<file path="src/shared/pcp_regs.svh">
`ifndef PCP_REGS_SVH
`define PCP_REGS_SVH

// ****************************************
// format and pattern encodings
// ****************************************
`define PCP_FMT_720P60 2'h0
`define PCP_FMT_1080P60 2'h1
`define PCP_FMT_2160P30 2'h2
`define PCP_FMT_2160P60 2'h3
`define PCP_PAT_BARS 2'h0
`define PCP_PAT_ZONE 2'h1
`define PCP_PAT_RAMP 2'h2
`define PCP_PAT_BOX 2'h3

// ****************************************
// stream layout
// ****************************************
`define PCP_PPC 13'h2
`define PCP_PAD 8'h00
`define PCP_CHROMA_MID 8'h80
`define PCP_ADDR_STEP 32'h4
`define PCP_BOX_SIZE 13'h40
`define PCP_BOX_HI 8'hEB
`define PCP_BOX_LO 8'h10

// ****************************************
// line and frame timing, in pixels and lines
// ****************************************
`define PCP_720_HACT 13'h500
`define PCP_720_HFP 13'h06E
`define PCP_720_HSYNC 13'h028
`define PCP_720_HBP 13'h0DC
`define PCP_720_VACT 12'h2D0
`define PCP_720_VFP 12'h005
`define PCP_720_VSYNC 12'h005
`define PCP_720_VBP 12'h014
`define PCP_1080_HACT 13'h780
`define PCP_1080_HFP 13'h058
`define PCP_1080_HSYNC 13'h02C
`define PCP_1080_HBP 13'h094
`define PCP_1080_VACT 12'h438
`define PCP_1080_VFP 12'h004
`define PCP_1080_VSYNC 12'h005
`define PCP_1080_VBP 12'h024
`define PCP_2160_HACT 13'hF00
`define PCP_2160_HFP 13'h0B0
`define PCP_2160_HSYNC 13'h058
`define PCP_2160_HBP 13'h128
`define PCP_2160_VACT 12'h870
`define PCP_2160_VFP 12'h008
`define PCP_2160_VSYNC 12'h00A
`define PCP_2160_VBP 12'h048

// ****************************************
// pixel clock requests, in kHz
// ****************************************
`define PCP_CLK_720P60 20'h1220A
`define PCP_CLK_1080P60 20'h24414
`define PCP_CLK_2160P30 20'h48828
`define PCP_CLK_2160P60 20'h91050

`endif

</file>
<file path="src/shared/pcp_pkg.sv">
`default_nettype none
package pcp_pkg;
`include "pcp_regs.svh"

   typedef enum logic [1:0] {
      PCP_FMT_720P60 = `PCP_FMT_720P60,
      PCP_FMT_1080P60 = `PCP_FMT_1080P60,
      PCP_FMT_2160P30 = `PCP_FMT_2160P30,
      PCP_FMT_2160P60 = `PCP_FMT_2160P60
   } pcp_format_t;

   typedef enum logic [1:0] {
      PCP_PAT_BARS = `PCP_PAT_BARS,
      PCP_PAT_ZONE = `PCP_PAT_ZONE,
      PCP_PAT_RAMP = `PCP_PAT_RAMP,
      PCP_PAT_BOX = `PCP_PAT_BOX
   } pcp_pattern_t;

   typedef struct packed {
      logic [12:0] h_act;
      logic [12:0] h_fp;
      logic [12:0] h_sync;
      logic [12:0] h_bp;
      logic [11:0] v_act;
      logic [11:0] v_fp;
      logic [11:0] v_sync;
      logic [11:0] v_bp;
   } pcp_timing_t;

   // one stream beat: two 24-bit pixel slots
   typedef struct packed {
      logic sof;
      logic eol;
      logic [47:0] data;
   } pcp_beat_t;

   typedef struct packed {
      logic hsync;
      logic vsync;
      logic hblank;
      logic vblank;
      logic active;
   } pcp_sync_t;

   // timing table; 2160p60 shares 2160p30 lines at twice the clock
   function automatic pcp_timing_t pcp_timing(input pcp_format_t f);
      pcp_timing_t t;
      case (f)
         PCP_FMT_720P60: t = {`PCP_720_HACT, `PCP_720_HFP,
            `PCP_720_HSYNC, `PCP_720_HBP, `PCP_720_VACT, `PCP_720_VFP,
            `PCP_720_VSYNC, `PCP_720_VBP};
         PCP_FMT_1080P60: t = {`PCP_1080_HACT, `PCP_1080_HFP,
            `PCP_1080_HSYNC, `PCP_1080_HBP, `PCP_1080_VACT,
            `PCP_1080_VFP, `PCP_1080_VSYNC, `PCP_1080_VBP};
         default: t = {`PCP_2160_HACT, `PCP_2160_HFP,
            `PCP_2160_HSYNC, `PCP_2160_HBP, `PCP_2160_VACT,
            `PCP_2160_VFP, `PCP_2160_VSYNC, `PCP_2160_VBP};
      endcase
      return t;
   endfunction

endpackage
`default_nettype wire

</file>
<file path="src/rtl/pcp_fifo.sv">
`timescale 1ns/100ps
`default_nettype none
module pcp_fifo #(
   parameter int WIDTH = 50,
   parameter int DEPTH = 16
) (
   input wire logic clk_in,
   input wire logic reset_in,
   input wire logic flush_in,
   input wire logic in_valid_in,
   output logic in_ready_out,
   input wire logic [WIDTH-1:0] in_data_in,
   output logic out_valid_out,
   input wire logic out_ready_in,
   output logic [WIDTH-1:0] out_data_out
);
   localparam int AW = $clog2(DEPTH);

   logic [WIDTH-1:0] mem_q [DEPTH];
   logic [AW-1:0] wr_ptr_q;
   logic [AW-1:0] rd_ptr_q;
   logic [AW:0] count_q;
   logic push;
   logic pop;

   // array holds DEPTH words, the output register one more
   assign in_ready_out = (count_q != (AW+1)'(DEPTH));
   assign push = in_valid_in && in_ready_out;
   assign pop = (count_q != '0) && (!out_valid_out || out_ready_in);

   // storage array, no reset needed
   always_ff @(posedge clk_in) begin
      if (push) begin
         mem_q[wr_ptr_q] <= in_data_in;
      end
   end

   // pointers and fill level
   always_ff @(posedge clk_in or posedge reset_in) begin
      if (reset_in) begin
         wr_ptr_q <= '0;
         rd_ptr_q <= '0;
         count_q <= '0;
      end else if (flush_in) begin
         wr_ptr_q <= '0;
         rd_ptr_q <= '0;
         count_q <= '0;
      end else begin
         if (push) begin
            wr_ptr_q <= AW'(wr_ptr_q + 1'b1);
         end
         if (pop) begin
            rd_ptr_q <= AW'(rd_ptr_q + 1'b1);
         end
         count_q <= (AW+1)'(count_q + push - pop);
      end
   end

   // registered read data, so the drain side sees flop outputs
   always_ff @(posedge clk_in or posedge reset_in) begin
      if (reset_in) begin
         out_valid_out <= 1'b0;
         out_data_out <= '0;
      end else if (flush_in) begin
         out_valid_out <= 1'b0;
      end else if (pop) begin
         out_valid_out <= 1'b1;
         out_data_out <= mem_q[rd_ptr_q];
      end else if (out_ready_in) begin
         out_valid_out <= 1'b0;
      end
   end
endmodule // pcp_fifo
`default_nettype wire

</file>
<file path="src/rtl/pcp_pipeline.sv">
`timescale 1ns/100ps
`default_nettype none
`include "pcp_regs.svh"
module pcp_pipeline #(
   parameter int FIFO_DEPTH = 16
) (
   input wire logic clk_in,
   input wire logic reset_in,
   input wire pcp_pkg::pcp_format_t format_in,
   input wire pcp_pkg::pcp_pattern_t pattern_in,
   input wire logic core_reset_in,
   input wire logic [31:0] frame_base_in,
   input wire logic mem_wr_ready_in,
   output pcp_pkg::pcp_sync_t sync_out,
   output logic [19:0] pix_clk_khz_out,
   output logic mem_wr_valid_out,
   output logic [31:0] mem_wr_addr_out,
   output logic [31:0] mem_wr_data_out,
   output logic mem_wr_last_out,
   output logic frame_done_out
);
   import pcp_pkg::*;

   // ****************************************
   // pattern helpers
   // ****************************************

   // colour bar table as {y, u, v}
   function automatic logic [23:0] bar_yuv(input logic [2:0] bar);
      logic [23:0] c;
      case (bar)
         3'h0: c = 24'hEB8080;
         3'h1: c = 24'hD21092;
         3'h2: c = 24'hAAA610;
         3'h3: c = 24'h913622;
         3'h4: c = 24'h6ACADE;
         3'h5: c = 24'h515AF0;
         3'h6: c = 24'h29F06E;
         default: c = 24'h108080;
      endcase
      return c;
   endfunction

   // luma of one pixel; called once per slot
   function automatic logic [7:0] pat_luma(input pcp_pattern_t p,
         input logic [12:0] x, input logic [11:0] y,
         input logic [7:0] fc);
      logic [25:0] rr;
      logic [12:0] dx;
      logic [12:0] dy;
      logic [23:0] c;
      rr = 26'(x) * 26'(x) + 26'(y) * 26'(y);
      dx = x - {3'h0, fc, 2'h0};
      dy = {1'b0, y} - {3'h0, fc, 2'h0};
      c = bar_yuv(x[11:9]);
      case (p)
         PCP_PAT_BARS: pat_luma = c[23:16];
         PCP_PAT_ZONE: pat_luma = rr[15:8]; // static rings; fc unused
         PCP_PAT_RAMP: pat_luma = 8'(x[7:0] + fc);
         PCP_PAT_BOX: pat_luma = (dx < `PCP_BOX_SIZE &&
            dy < `PCP_BOX_SIZE) ? `PCP_BOX_HI : `PCP_BOX_LO;
         default: pat_luma = `PCP_BOX_LO;
      endcase
   endfunction

   // ****************************************
   // timing generator
   // ****************************************
   pcp_format_t fmt_q;
   pcp_timing_t tm;
   logic [12:0] h_q;
   logic [11:0] v_q;
   logic [12:0] h_total;
   logic [11:0] v_total;
   logic [12:0] hs_beg;
   logic [12:0] hs_end;
   logic [11:0] vs_beg;
   logic [11:0] vs_end;
   logic h_last;
   logic v_last;
   pcp_sync_t sync_d;
   logic adv;
   logic fifo_in_ready;

   // line and frame geometry of the current format
   always_comb begin
      tm = pcp_timing(fmt_q);
      h_total = tm.h_act + tm.h_fp + tm.h_sync + tm.h_bp;
      v_total = tm.v_act + tm.v_fp + tm.v_sync + tm.v_bp;
      hs_beg = tm.h_act + tm.h_fp;
      hs_end = hs_beg + tm.h_sync;
      vs_beg = tm.v_act + tm.v_fp;
      vs_end = vs_beg + tm.v_sync;
      h_last = (h_q == h_total - `PCP_PPC);
      v_last = (v_q == v_total - 12'h1);
   end

   // active first, then front porch, sync and back porch
   always_comb begin
      sync_d.hblank = (h_q >= tm.h_act);
      sync_d.vblank = (v_q >= tm.v_act);
      sync_d.hsync = (h_q >= hs_beg) && (h_q < hs_end);
      sync_d.vsync = (v_q >= vs_beg) && (v_q < vs_end);
      sync_d.active = !sync_d.hblank && !sync_d.vblank;
   end

   logic pg_valid_q;
   // a full fifo stalls the raster, so no pixel is dropped outside a core reset
   assign adv = !(pg_valid_q && !fifo_in_ready);

   // raster counters; a format change restarts the frame
   always_ff @(posedge clk_in or posedge reset_in) begin
      if (reset_in) begin
         fmt_q <= PCP_FMT_720P60;
         h_q <= '0;
         v_q <= '0;
      end else if (fmt_q != format_in) begin
         fmt_q <= format_in;
         h_q <= '0;
         v_q <= '0;
      end else if (adv) begin
         h_q <= h_last ? '0 : h_q + `PCP_PPC;
         if (h_last) begin
            v_q <= v_last ? '0 : v_q + 12'h1;
         end
      end
   end

   // registered sync outputs
   always_ff @(posedge clk_in or posedge reset_in) begin
      if (reset_in) begin
         sync_out <= '0;
      end else if (adv) begin
         sync_out <= sync_d;
      end
   end

   // pixel clock request for the clock synthesizer
   always_ff @(posedge clk_in or posedge reset_in) begin
      if (reset_in) begin
         pix_clk_khz_out <= `PCP_CLK_720P60;
      end else begin
         case (fmt_q)
            PCP_FMT_720P60: pix_clk_khz_out <= `PCP_CLK_720P60;
            PCP_FMT_1080P60: pix_clk_khz_out <= `PCP_CLK_1080P60;
            PCP_FMT_2160P30: pix_clk_khz_out <= `PCP_CLK_2160P30;
            default: pix_clk_khz_out <= `PCP_CLK_2160P60;
         endcase
      end
   end

   // ****************************************
   // timing stream, data tied off
   // ****************************************
   pcp_beat_t tm_beat;
   logic tm_valid;

   always_comb begin
      tm_valid = sync_d.active;
      tm_beat.sof = tm_valid && (h_q == '0) && (v_q == '0);
      tm_beat.eol = tm_valid && (h_q == tm.h_act - `PCP_PPC);
      tm_beat.data = '0;
   end

   // ****************************************
   // pattern generator
   // ****************************************
   pcp_beat_t pg_q;
   logic [7:0] fc_q;
   logic [7:0] luma0;
   logic [7:0] luma1;
   logic [7:0] cb;
   logic [7:0] cr;
   logic [23:0] bar_c;

   // chroma shared by the pixel pair, as 4:2:2 requires
   always_comb begin
      luma0 = pat_luma(pattern_in, h_q, v_q, fc_q);
      luma1 = pat_luma(pattern_in, h_q + 13'h1, v_q, fc_q);
      bar_c = bar_yuv(h_q[11:9]);
      cb = (pattern_in == PCP_PAT_BARS) ? bar_c[15:8] : `PCP_CHROMA_MID;
      cr = (pattern_in == PCP_PAT_BARS) ? bar_c[7:0] : `PCP_CHROMA_MID;
   end

   // motion counter, stepped once per frame
   always_ff @(posedge clk_in or posedge reset_in) begin
      if (reset_in) begin
         fc_q <= '0;
      end else if (core_reset_in) begin
         fc_q <= '0;
      end else if (adv && h_last && v_last) begin
         fc_q <= fc_q + 8'h1;
      end
   end

   // beats exist only where the timing stream has one
   always_ff @(posedge clk_in or posedge reset_in) begin
      if (reset_in) begin
         pg_valid_q <= 1'b0;
         pg_q <= '0;
      end else if (core_reset_in) begin
         pg_valid_q <= 1'b0;
      end else if (adv) begin
         pg_valid_q <= tm_valid;
         pg_q.sof <= tm_beat.sof;
         pg_q.eol <= tm_beat.eol;
         // slot 0 low: pad, cb, luma; slot 1 high: pad, cr, luma
         pg_q.data <= {`PCP_PAD, cr, luma1, `PCP_PAD, cb, luma0};
      end
   end

   // ****************************************
   // buffer between pattern and frame writer
   // ****************************************
   logic fifo_out_valid;
   logic [$bits(pcp_beat_t)-1:0] fifo_out_data;
   pcp_beat_t fb;
   logic wr_load;

   pcp_fifo #(
      .WIDTH($bits(pcp_beat_t)),
      .DEPTH(FIFO_DEPTH)
   ) u_fifo (
      .clk_in(clk_in),
      .reset_in(reset_in),
      .flush_in(core_reset_in),
      .in_valid_in(pg_valid_q),
      .in_ready_out(fifo_in_ready),
      .in_data_in(pg_q),
      .out_valid_out(fifo_out_valid),
      .out_ready_in(wr_load),
      .out_data_out(fifo_out_data)
   );

   assign fb = pcp_beat_t'(fifo_out_data);

   // ****************************************
   // frame writer
   // ****************************************
   logic [31:0] next_addr_q;
   logic [11:0] line_q;
   logic [31:0] beat_addr;
   logic [11:0] beat_line;
   logic beat_eof;
   pcp_timing_t wtm;

   // output stage refills when empty or when memory takes its word
   assign wr_load = !mem_wr_valid_out || mem_wr_ready_in;

   // placement of the beat in the frame
   always_comb begin
      wtm = pcp_timing(fmt_q);
      beat_addr = fb.sof ? frame_base_in : next_addr_q;
      beat_line = fb.sof ? '0 : line_q;
      beat_eof = fb.eol && (beat_line == wtm.v_act - 12'h1);
   end

   // memory write stage
   always_ff @(posedge clk_in or posedge reset_in) begin
      if (reset_in) begin
         mem_wr_valid_out <= 1'b0;
         mem_wr_addr_out <= '0;
         mem_wr_data_out <= '0;
         mem_wr_last_out <= 1'b0;
      end else if (core_reset_in) begin
         mem_wr_valid_out <= 1'b0;
      end else if (wr_load) begin
         mem_wr_valid_out <= fifo_out_valid;
         mem_wr_addr_out <= beat_addr;
         // word holds luma0, cb, luma1, cr from low byte up
         mem_wr_data_out <= {fb.data[39:24], fb.data[15:0]};
         mem_wr_last_out <= beat_eof;
      end
   end

   // address and line tracking
   always_ff @(posedge clk_in or posedge reset_in) begin
      if (reset_in) begin
         next_addr_q <= '0;
         line_q <= '0;
      end else if (core_reset_in) begin
         line_q <= '0;
      end else if (wr_load && fifo_out_valid) begin
         next_addr_q <= beat_addr + `PCP_ADDR_STEP;
         if (fb.eol) begin
            line_q <= beat_eof ? '0 : beat_line + 12'h1;
         end else begin
            line_q <= beat_line;
         end
      end
   end

   // one pulse when the last word of a frame is taken
   always_ff @(posedge clk_in or posedge reset_in) begin
      if (reset_in) begin
         frame_done_out <= 1'b0;
      end else begin
         frame_done_out <= !core_reset_in && mem_wr_valid_out &&
            mem_wr_ready_in && mem_wr_last_out;
      end
   end
endmodule // pcp_pipeline
`default_nettype wire

</file>
<file path="config.mk">
export PLATFORM = sky130hd
export DESIGN_NAME = pcp_pipeline
export DESIGN_NICKNAME = d
export VERILOG_FILES = /design/src/shared/pcp_pkg.sv /design/src/rtl/pcp_fifo.sv /design/src/rtl/pcp_pipeline.sv
export VERILOG_INCLUDE_DIRS = /design/src /design/src/shared
export SDC_FILE = /design/constraint.sdc
export NUM_CORES = 2
export LEC_CHECK = 0
export BUFFER_PORTS_ARGS = -buffer_cell sky130_fd_sc_hd__buf_2
export CORE_UTILIZATION = 30
export CTS_CLUSTER_DIAMETER = 60
export DETAILED_ROUTE_END_ITERATION = 10
export HOLD_SLACK_MARGIN = 0.15
export SLEW_MARGIN = 30
export SYNTH_ARGS = -nofsm -noshare
export SYNTH_HDL_FRONTEND = slang
export SYNTH_SLANG_ARGS = --single-unit
</file>
<file path="constraint.sdc">
create_clock -name clk_in -period 7.35 [get_ports clk_in]
set_input_delay 1.1025 -clock clk_in [delete_from_list [all_inputs] [get_ports clk_in]]
set_output_delay 1.1025 -clock clk_in [all_outputs]
set_load 0.02 [all_outputs]
</file>
== Word level (Yosys, flattened, before mapping) ==
Memories as Yosys holds them, arrays and structs flattened. A register that Yosys moved wholly into a read port is not among the register bits.
Cells that the tools add are included.

* Bits in writable memories: 544
* Input port bits: 40
* Output and inout port bits: 92
* Logic and storage cells: 177
* Register bits after elaboration: 220
* Memories: 1

{| class="wikitable"
|+ Memories
! name !! depth !! width !! rd ports !! clocked after memory_dff !! write ports !! line !! RTL
|-
| u_fifo.mem_q || 16 || 34 || 1 || 1 || 1 || pcp_fifo.sv:19 || <nowiki>logic [WIDTH-1:0] mem_q [DEPTH];</nowiki>
|}

* Multiply operators: 3
* $lt $le $gt $ge: 9
* Bitwise logic cells: 2
* Reductions and logical operators: 46
* Eq/ne operators: 25
* Add/subtract/negate cells: 27
* Muxes and demuxes: 39

{| class="wikitable"
|+ Operators by type and width
! kind !! count
|-
| one-hot mux 24 bit (7 select lines) || 2
|-
| one-hot mux 99 bit (2 select lines) || 1
|-
| two-way mux 12 bit || 9
|-
| one-hot mux 8 bit (4 select lines) || 2
|-
| one-hot mux 20 bit (3 select lines) || 1
|-
| two-way mux 8 bit || 6
|-
| adder 13 bit || 3
|-
| less-than comparator 13 x 7 -> 1 bit (second input constant) || 3
|-
| two-way mux 13 bit || 3
|-
| adder 12 bit || 3
|-
| adder 16 bit || 2
|-
| adder 32 x 3 -> 32 bit (second input constant) || 1
|-
| multiplier 13 x 13 -> 16 bit || 2
|-
| two-way mux 32 bit || 1
|-
| equality test 13 bit || 2
|-
| >= comparator 13 bit || 2
|-
| subtractor 13 x 10 -> 13 bit || 2
|-
| subtractor 13 x 2 -> 13 bit (second input constant) || 2
|-
| adder 12 x 1 -> 12 bit (second input constant) || 2
|-
| equality test 12 bit || 2
|-
| >= comparator 12 bit || 2
|-
| subtractor 12 x 1 -> 12 bit (second input constant) || 2
|-
| equality test 3 bit (second input constant) || 6
|-
| logical AND 1 bit || 18
|-
| 33 further kinds || 72
|}

== Logic depth before layout (Yosys ltp) ==
* Depth after elaboration: 11
* Depth in mapped cells: 31

== By module ==
Synthesis repeated with hierarchy kept, for this count alone.

* Cells, all modules: 3687
* Area total of the unflattened synthesis: 53092.2 sq um

{| class="wikitable"
|+ Modules (own cells, without submodules)
! module !! times used !! area each (sq um) !! sequential area each (sq um) !! cells an instance
|-
| pcp_fifo || 1 || 32651.3 || 25624.6 || 1442
|-
| pcp_pipeline || 1 || 20440.9 || 4708.3 || 2245
|}

== Worst setup path after synthesis ==
Ideal clock, no wire load.

* Path type: register to register
* Start point: register v_q[5]
* End point: register pg_q[31] in the netlist's numbering
* Cell stages (with the launch flop): 26
* Library setup time: 0.135 ns
* Period minus slack after synthesis: 6.875 ns
* Slack: 0.475 ns
* Arrival time: 6.740 ns
* Cell sequence: dfrtp_1 clkbuf_1 nand2_1 fa_1 inv_1 ha_1 fa_1 inv_1 fa_1 fa_1 inv_1 ha_1 or2_2 o21ai_0 fa_1 inv_1 ha_1 o21ai_0 o21ai_0 and4_1 a2111oi_0 a21oi_1 xnor2_1 xnor2_1 a221oi_1 o21ai_0

* Word-level cells in the longest chain between the ends: 5
* Elaborated cells on any way between the ends: 7

{| class="wikitable"
|+ Ends and longest elaborated chain
! element !! line !! RTL
|-
| start, declared || pcp_pipeline.sv:72 || <nowiki>logic [11:0] v_q;</nowiki>
|-
| start signal, assigned || pcp_pipeline.sv:124 || <nowiki>v_q <= v_last ? '0 : v_q + 12'h1;</nowiki>
|-
| branches (longest 4 deep; another with multiplier 12 x 12 -> 16 bit) || - ||
|-
| one-hot mux 8 bit (4 select lines) * || pcp_pipeline.sv:56 || <nowiki>case (p)</nowiki>
|-
| end, declared || pcp_pipeline.sv:168 || <nowiki>pcp_beat_t pg_q;</nowiki>
|}

Every way passes the cells marked *.
A chain may end at the register's enable or synchronous reset.

== Worst setup path in the final report ==
* Start point: register v_q[1]
* End point: register pg_q[7] in the netlist's numbering

Same word-level chain as after synthesis.

==> results.json <==
{
  "fmax_ghz": 0.144,
  "boundaryPins": 132,
  "yosys_warnings": 0,
  "postCtsHoldBufs": 0,
  "area_growth_syn_to_layout_pct": 13.7,
  "n_antenna_cell": 0,
  "num_rows": 134,
  "io_buffer_count": 126,
  "drtAntennaViolNets": 0,
  "worstPathRequired_ns": 7.93,
  "path_class": "reg2reg",
  "drt_pre_antenna_iters": 5,
  "reg2reg_to": "pg_q[7]",
  "synth_largest_area_cell": "edfxtp_1",
  "setup_tns_ns": 0,
  "rr_worst_depth": 27,
  "maxCapViolations": 0,
  "yosysUniqueCellTypes": 81,
  "overflow": 0,
  "wl_per_cell_um": 19.1,
  "grt_pass1_wl_um": 151000,
  "synth-seq-cells": 708,
  "grtUsageTotal_pct": 14.4,
  "path_buf_inv": 7,
  "cpMaxStageDelayCell": "fa_1",
  "drt-vias-per-instance": 4.84,
  "place.detailed.hpwl_um": 64100,
  "crit_path_frequent_cell": "inv_1",
  "cts_root_buffer": "clkbuf_16",
  "fin_crit_ns": 6.93,
  "start_util_pct": 30.2,
  "syn_inst": 3100,
  "startpoint": "v_q[1]",
  "synth_top_area_share_pct": 35.8,
  "fp.coreArea_mm2": 0.133,
  "dominantRegCellSynth": "edfxtp_1",
  "cp.arrival_ns": 7.51,
  "ys_top_cells_by_area": "edfxtp_1, dfrtp_1, fa_1",
  "slew_viol_final": 0,
  "die_w_um": 368,
  "status": "complete, no violations",
  "crit_path_end_kind": "flop",
  "layout.nets": 3717,
  "crit_path_end": "pg_q[7]",
  "cts_buffers": 80,
  "drc_errors": 0,
  "drt-initial-drc-count": 1712,
  "routed-via-count": 24600,
  "finalHoldViolations": 0,
  "grt_pass1_vias": 25300,
  "power_leakage_nw": 18.2,
  "yosysSeqAreaShare_pct": 50.0,
  "htreeDepth": 3,
  "grt_max_degree": 143,
  "cp-start-kind": "flop",
  "clk_pin_slew_ns": 0.05,
  "synth-edff-count": 480,
  "p_total_mw": 11.9,
  "maxSlewHeadroom_pct": 31.4,
  "gp_congestion": 0.880,
  "syn_area_mm2": 0.0403,
  "r2r_start": "v_q[1]",
  "antenna_found_initial": 3,
  "drive_above_1_share_pct": 17.3,
  "cp_slowest_stage_delay_ns": 0.58,
  "clockBufferDepth": 3,
  "clock-sinks": 708,
  "avgSynthCellArea_um2": 13.0,
  "setup_viol": 0,
  "critPathMaxFanout": 10,
  "crit_cells": 27,
  "die-area_mm2": 0.136,
  "drt_wl_total_um": 97000,
  "max-vdd-ir-drop_mv": 0.236,
  "critPathTopFamily": "adder cells",
  "rsz0062_at_grt": "no",
  "synthArstFlopShare_pct": 32.2,
  "power_density_mw_per_mm2": 259,
  "hp-class": "reg2reg",
  "rrSetupSlack_ns": 0.42,
  "worst_pin_slew_ns": 1.02,
  "skew_ns": 0.0480,
  "clk_latency_ns": 0.68,
  "cts_tree": "done",
  "fin_crit_sh_pct": 94.3,
  "die_height_um": 368
}
-- cells in the final DEF (no fill, tap or decap), drive strengths merged, types with 59 or more instances in the layout --
master and instances:
edfxtp 480, a21oi 113, mux2 59, mux4 150, xnor2 82, buf 200, dfrtp 225, fa 207
o21ai 105, clkbuf 111, nor2 190, nand2 178, ha 228, inv 414
-- cells in the mapped netlist, types with 59 or more instances --
library cell and number:
nor2_1 190, a21oi_1 113, mux4_2 150, ha_1 228
xnor2_1 82, nand2_1 178, o21ai_0 103, dfrtp_1 225
clkbuf_1 100, fa_1 207, edfxtp_1 480, inv_1 408
mux2_2 59
-- repair_timing --
item                                    4_1_cts  5_1_grt
endpoints found under the setup margin        0        3
buffers inserted                              0        0
resized for setup                             0        7
-- layer usage --
metal | vias up | wire length, um | global-route usage, %
met4 | 2 | 2050 | 4.31
met3 | 131 | 4440 | 1.88
met1 | 12700 | 41800 | 18.8
met2 | 584 | 48700 | 24.7
met5 | - | 13 | 0
li1 | 11200 | - | -
-- kinds of logic (layout without fill, tap and decap cells) --
| logic type | after synthesis | after routing | synth area share [%] |
|---|---|---|---|
| mux | 232 | 232 | 10.6 |
| xor+xnor | 135 | 135 | 2.94 |
| fa+ha+maj | 435 | 435 | 17.4 |
| simple gates | 649 | 649 | 7.76 |
| other cells | 2 | 13 | 0.0186 |
| flops | 708 | 708 | 50.0 |
| compound gates | 373 | 373 | 5.85 |
| buf+inv | 566 | 762 | 5.48 |
-- sequential cells by signal, indices dropped and copies added (netlist names), 2 cells and up --
| signal | flops |
|---|---|
| next_addr_q | 32 |
| h_q | 12 |
| pix_clk_khz_out | 7 |
| u_fifo.rd_ptr_q | 4 |
| fc_q | 8 |
| u_fifo.mem_q | 480 |
| u_fifo.wr_ptr_q | 4 |
| v_q | 12 |
| fmt_q | 2 |
| pg_q | 30 |
| line_q | 12 |
| u_fifo.count_q | 5 |
| mem_wr_addr_out | 32 |
| mem_wr_data_out | 28 |
| u_fifo.out_data_out | 30 |
| sync_out | 5 |
-- stage by stage --
step           instances  util, %  cell area (um2)  setup WS [ns]  hold WS (ns)
2_1_floorplan       3111        -            40300        0.00459         0.445
3_3_place_gp        4927     32.4            43200          0.235         0.460
3_5_place_dp        4927     32.4            43200          0.192         0.470
4_1_cts             5074     34.3            45800          0.195         0.484
5_1_grt             5075     34.4            45800         0.0139         0.508
6_report            5075     34.4            45800          0.422         0.483
-- layout make-up --
type	instances	area, um2
fillers	12900	87500
inverters	415	1570
repair buffers	200	1220
well taps	1768	2210
multi-input cells	1837	18100
clock inverters	36	407
flip-flops and latches	708	20100
clock buffers	111	2170
-- worst min-delay path by stage --
stage / depth (start not counted) / slack [ns] / endpoint / start
2_1_floorplan: 2 / 0.44 / next_addr_q[0] / next_addr_q[0]
3_3_place_gp: 2 / 0.46 / next_addr_q[1] / next_addr_q[1]
3_5_place_dp: 2 / 0.47 / next_addr_q[0] / next_addr_q[0]
4_1_cts: 2 / 0.48 / next_addr_q[0] / next_addr_q[0]
5_1_grt: 2 / 0.51 / next_addr_q[0] / next_addr_q[0]
6_report: 2 / 0.48 / next_addr_q[0] / next_addr_q[0]
-- power by group --
group | internal, mW | switching, mW | leakage (nW)
clock | 2.21 | 1.67 | 1.24
combinational | 1.29 | 1.46 | 10.0
sequential | 4.79 | 0.438 | 6.96
-- worst reg2reg max path, stage by stage (launching register included) --
cell and delay [ns]:
dfrtp_2 0.48, and2_1 0.19, inv_1 0.06, fa_1 0.53, inv_1 0.06, fa_1 0.53, inv_1 0.06, fa_1 0.58
inv_1 0.07, fa_1 0.54, inv_1 0.06, fa_1 0.53, inv_1 0.04, ha_1 0.22, nor3_1 0.17, o21ai_0 0.15
nand2_1 0.13, xor2_2 0.22, inv_1 0.09, fa_1 0.50, ha_1 0.36, and3_1 0.20, a221o_1 0.34, a21o_1 0.19
a21oi_1 0.17, xnor2_1 0.14, nand2_1 0.07, a31oi_1 0.19
Power figures use the tool's default switching activity.
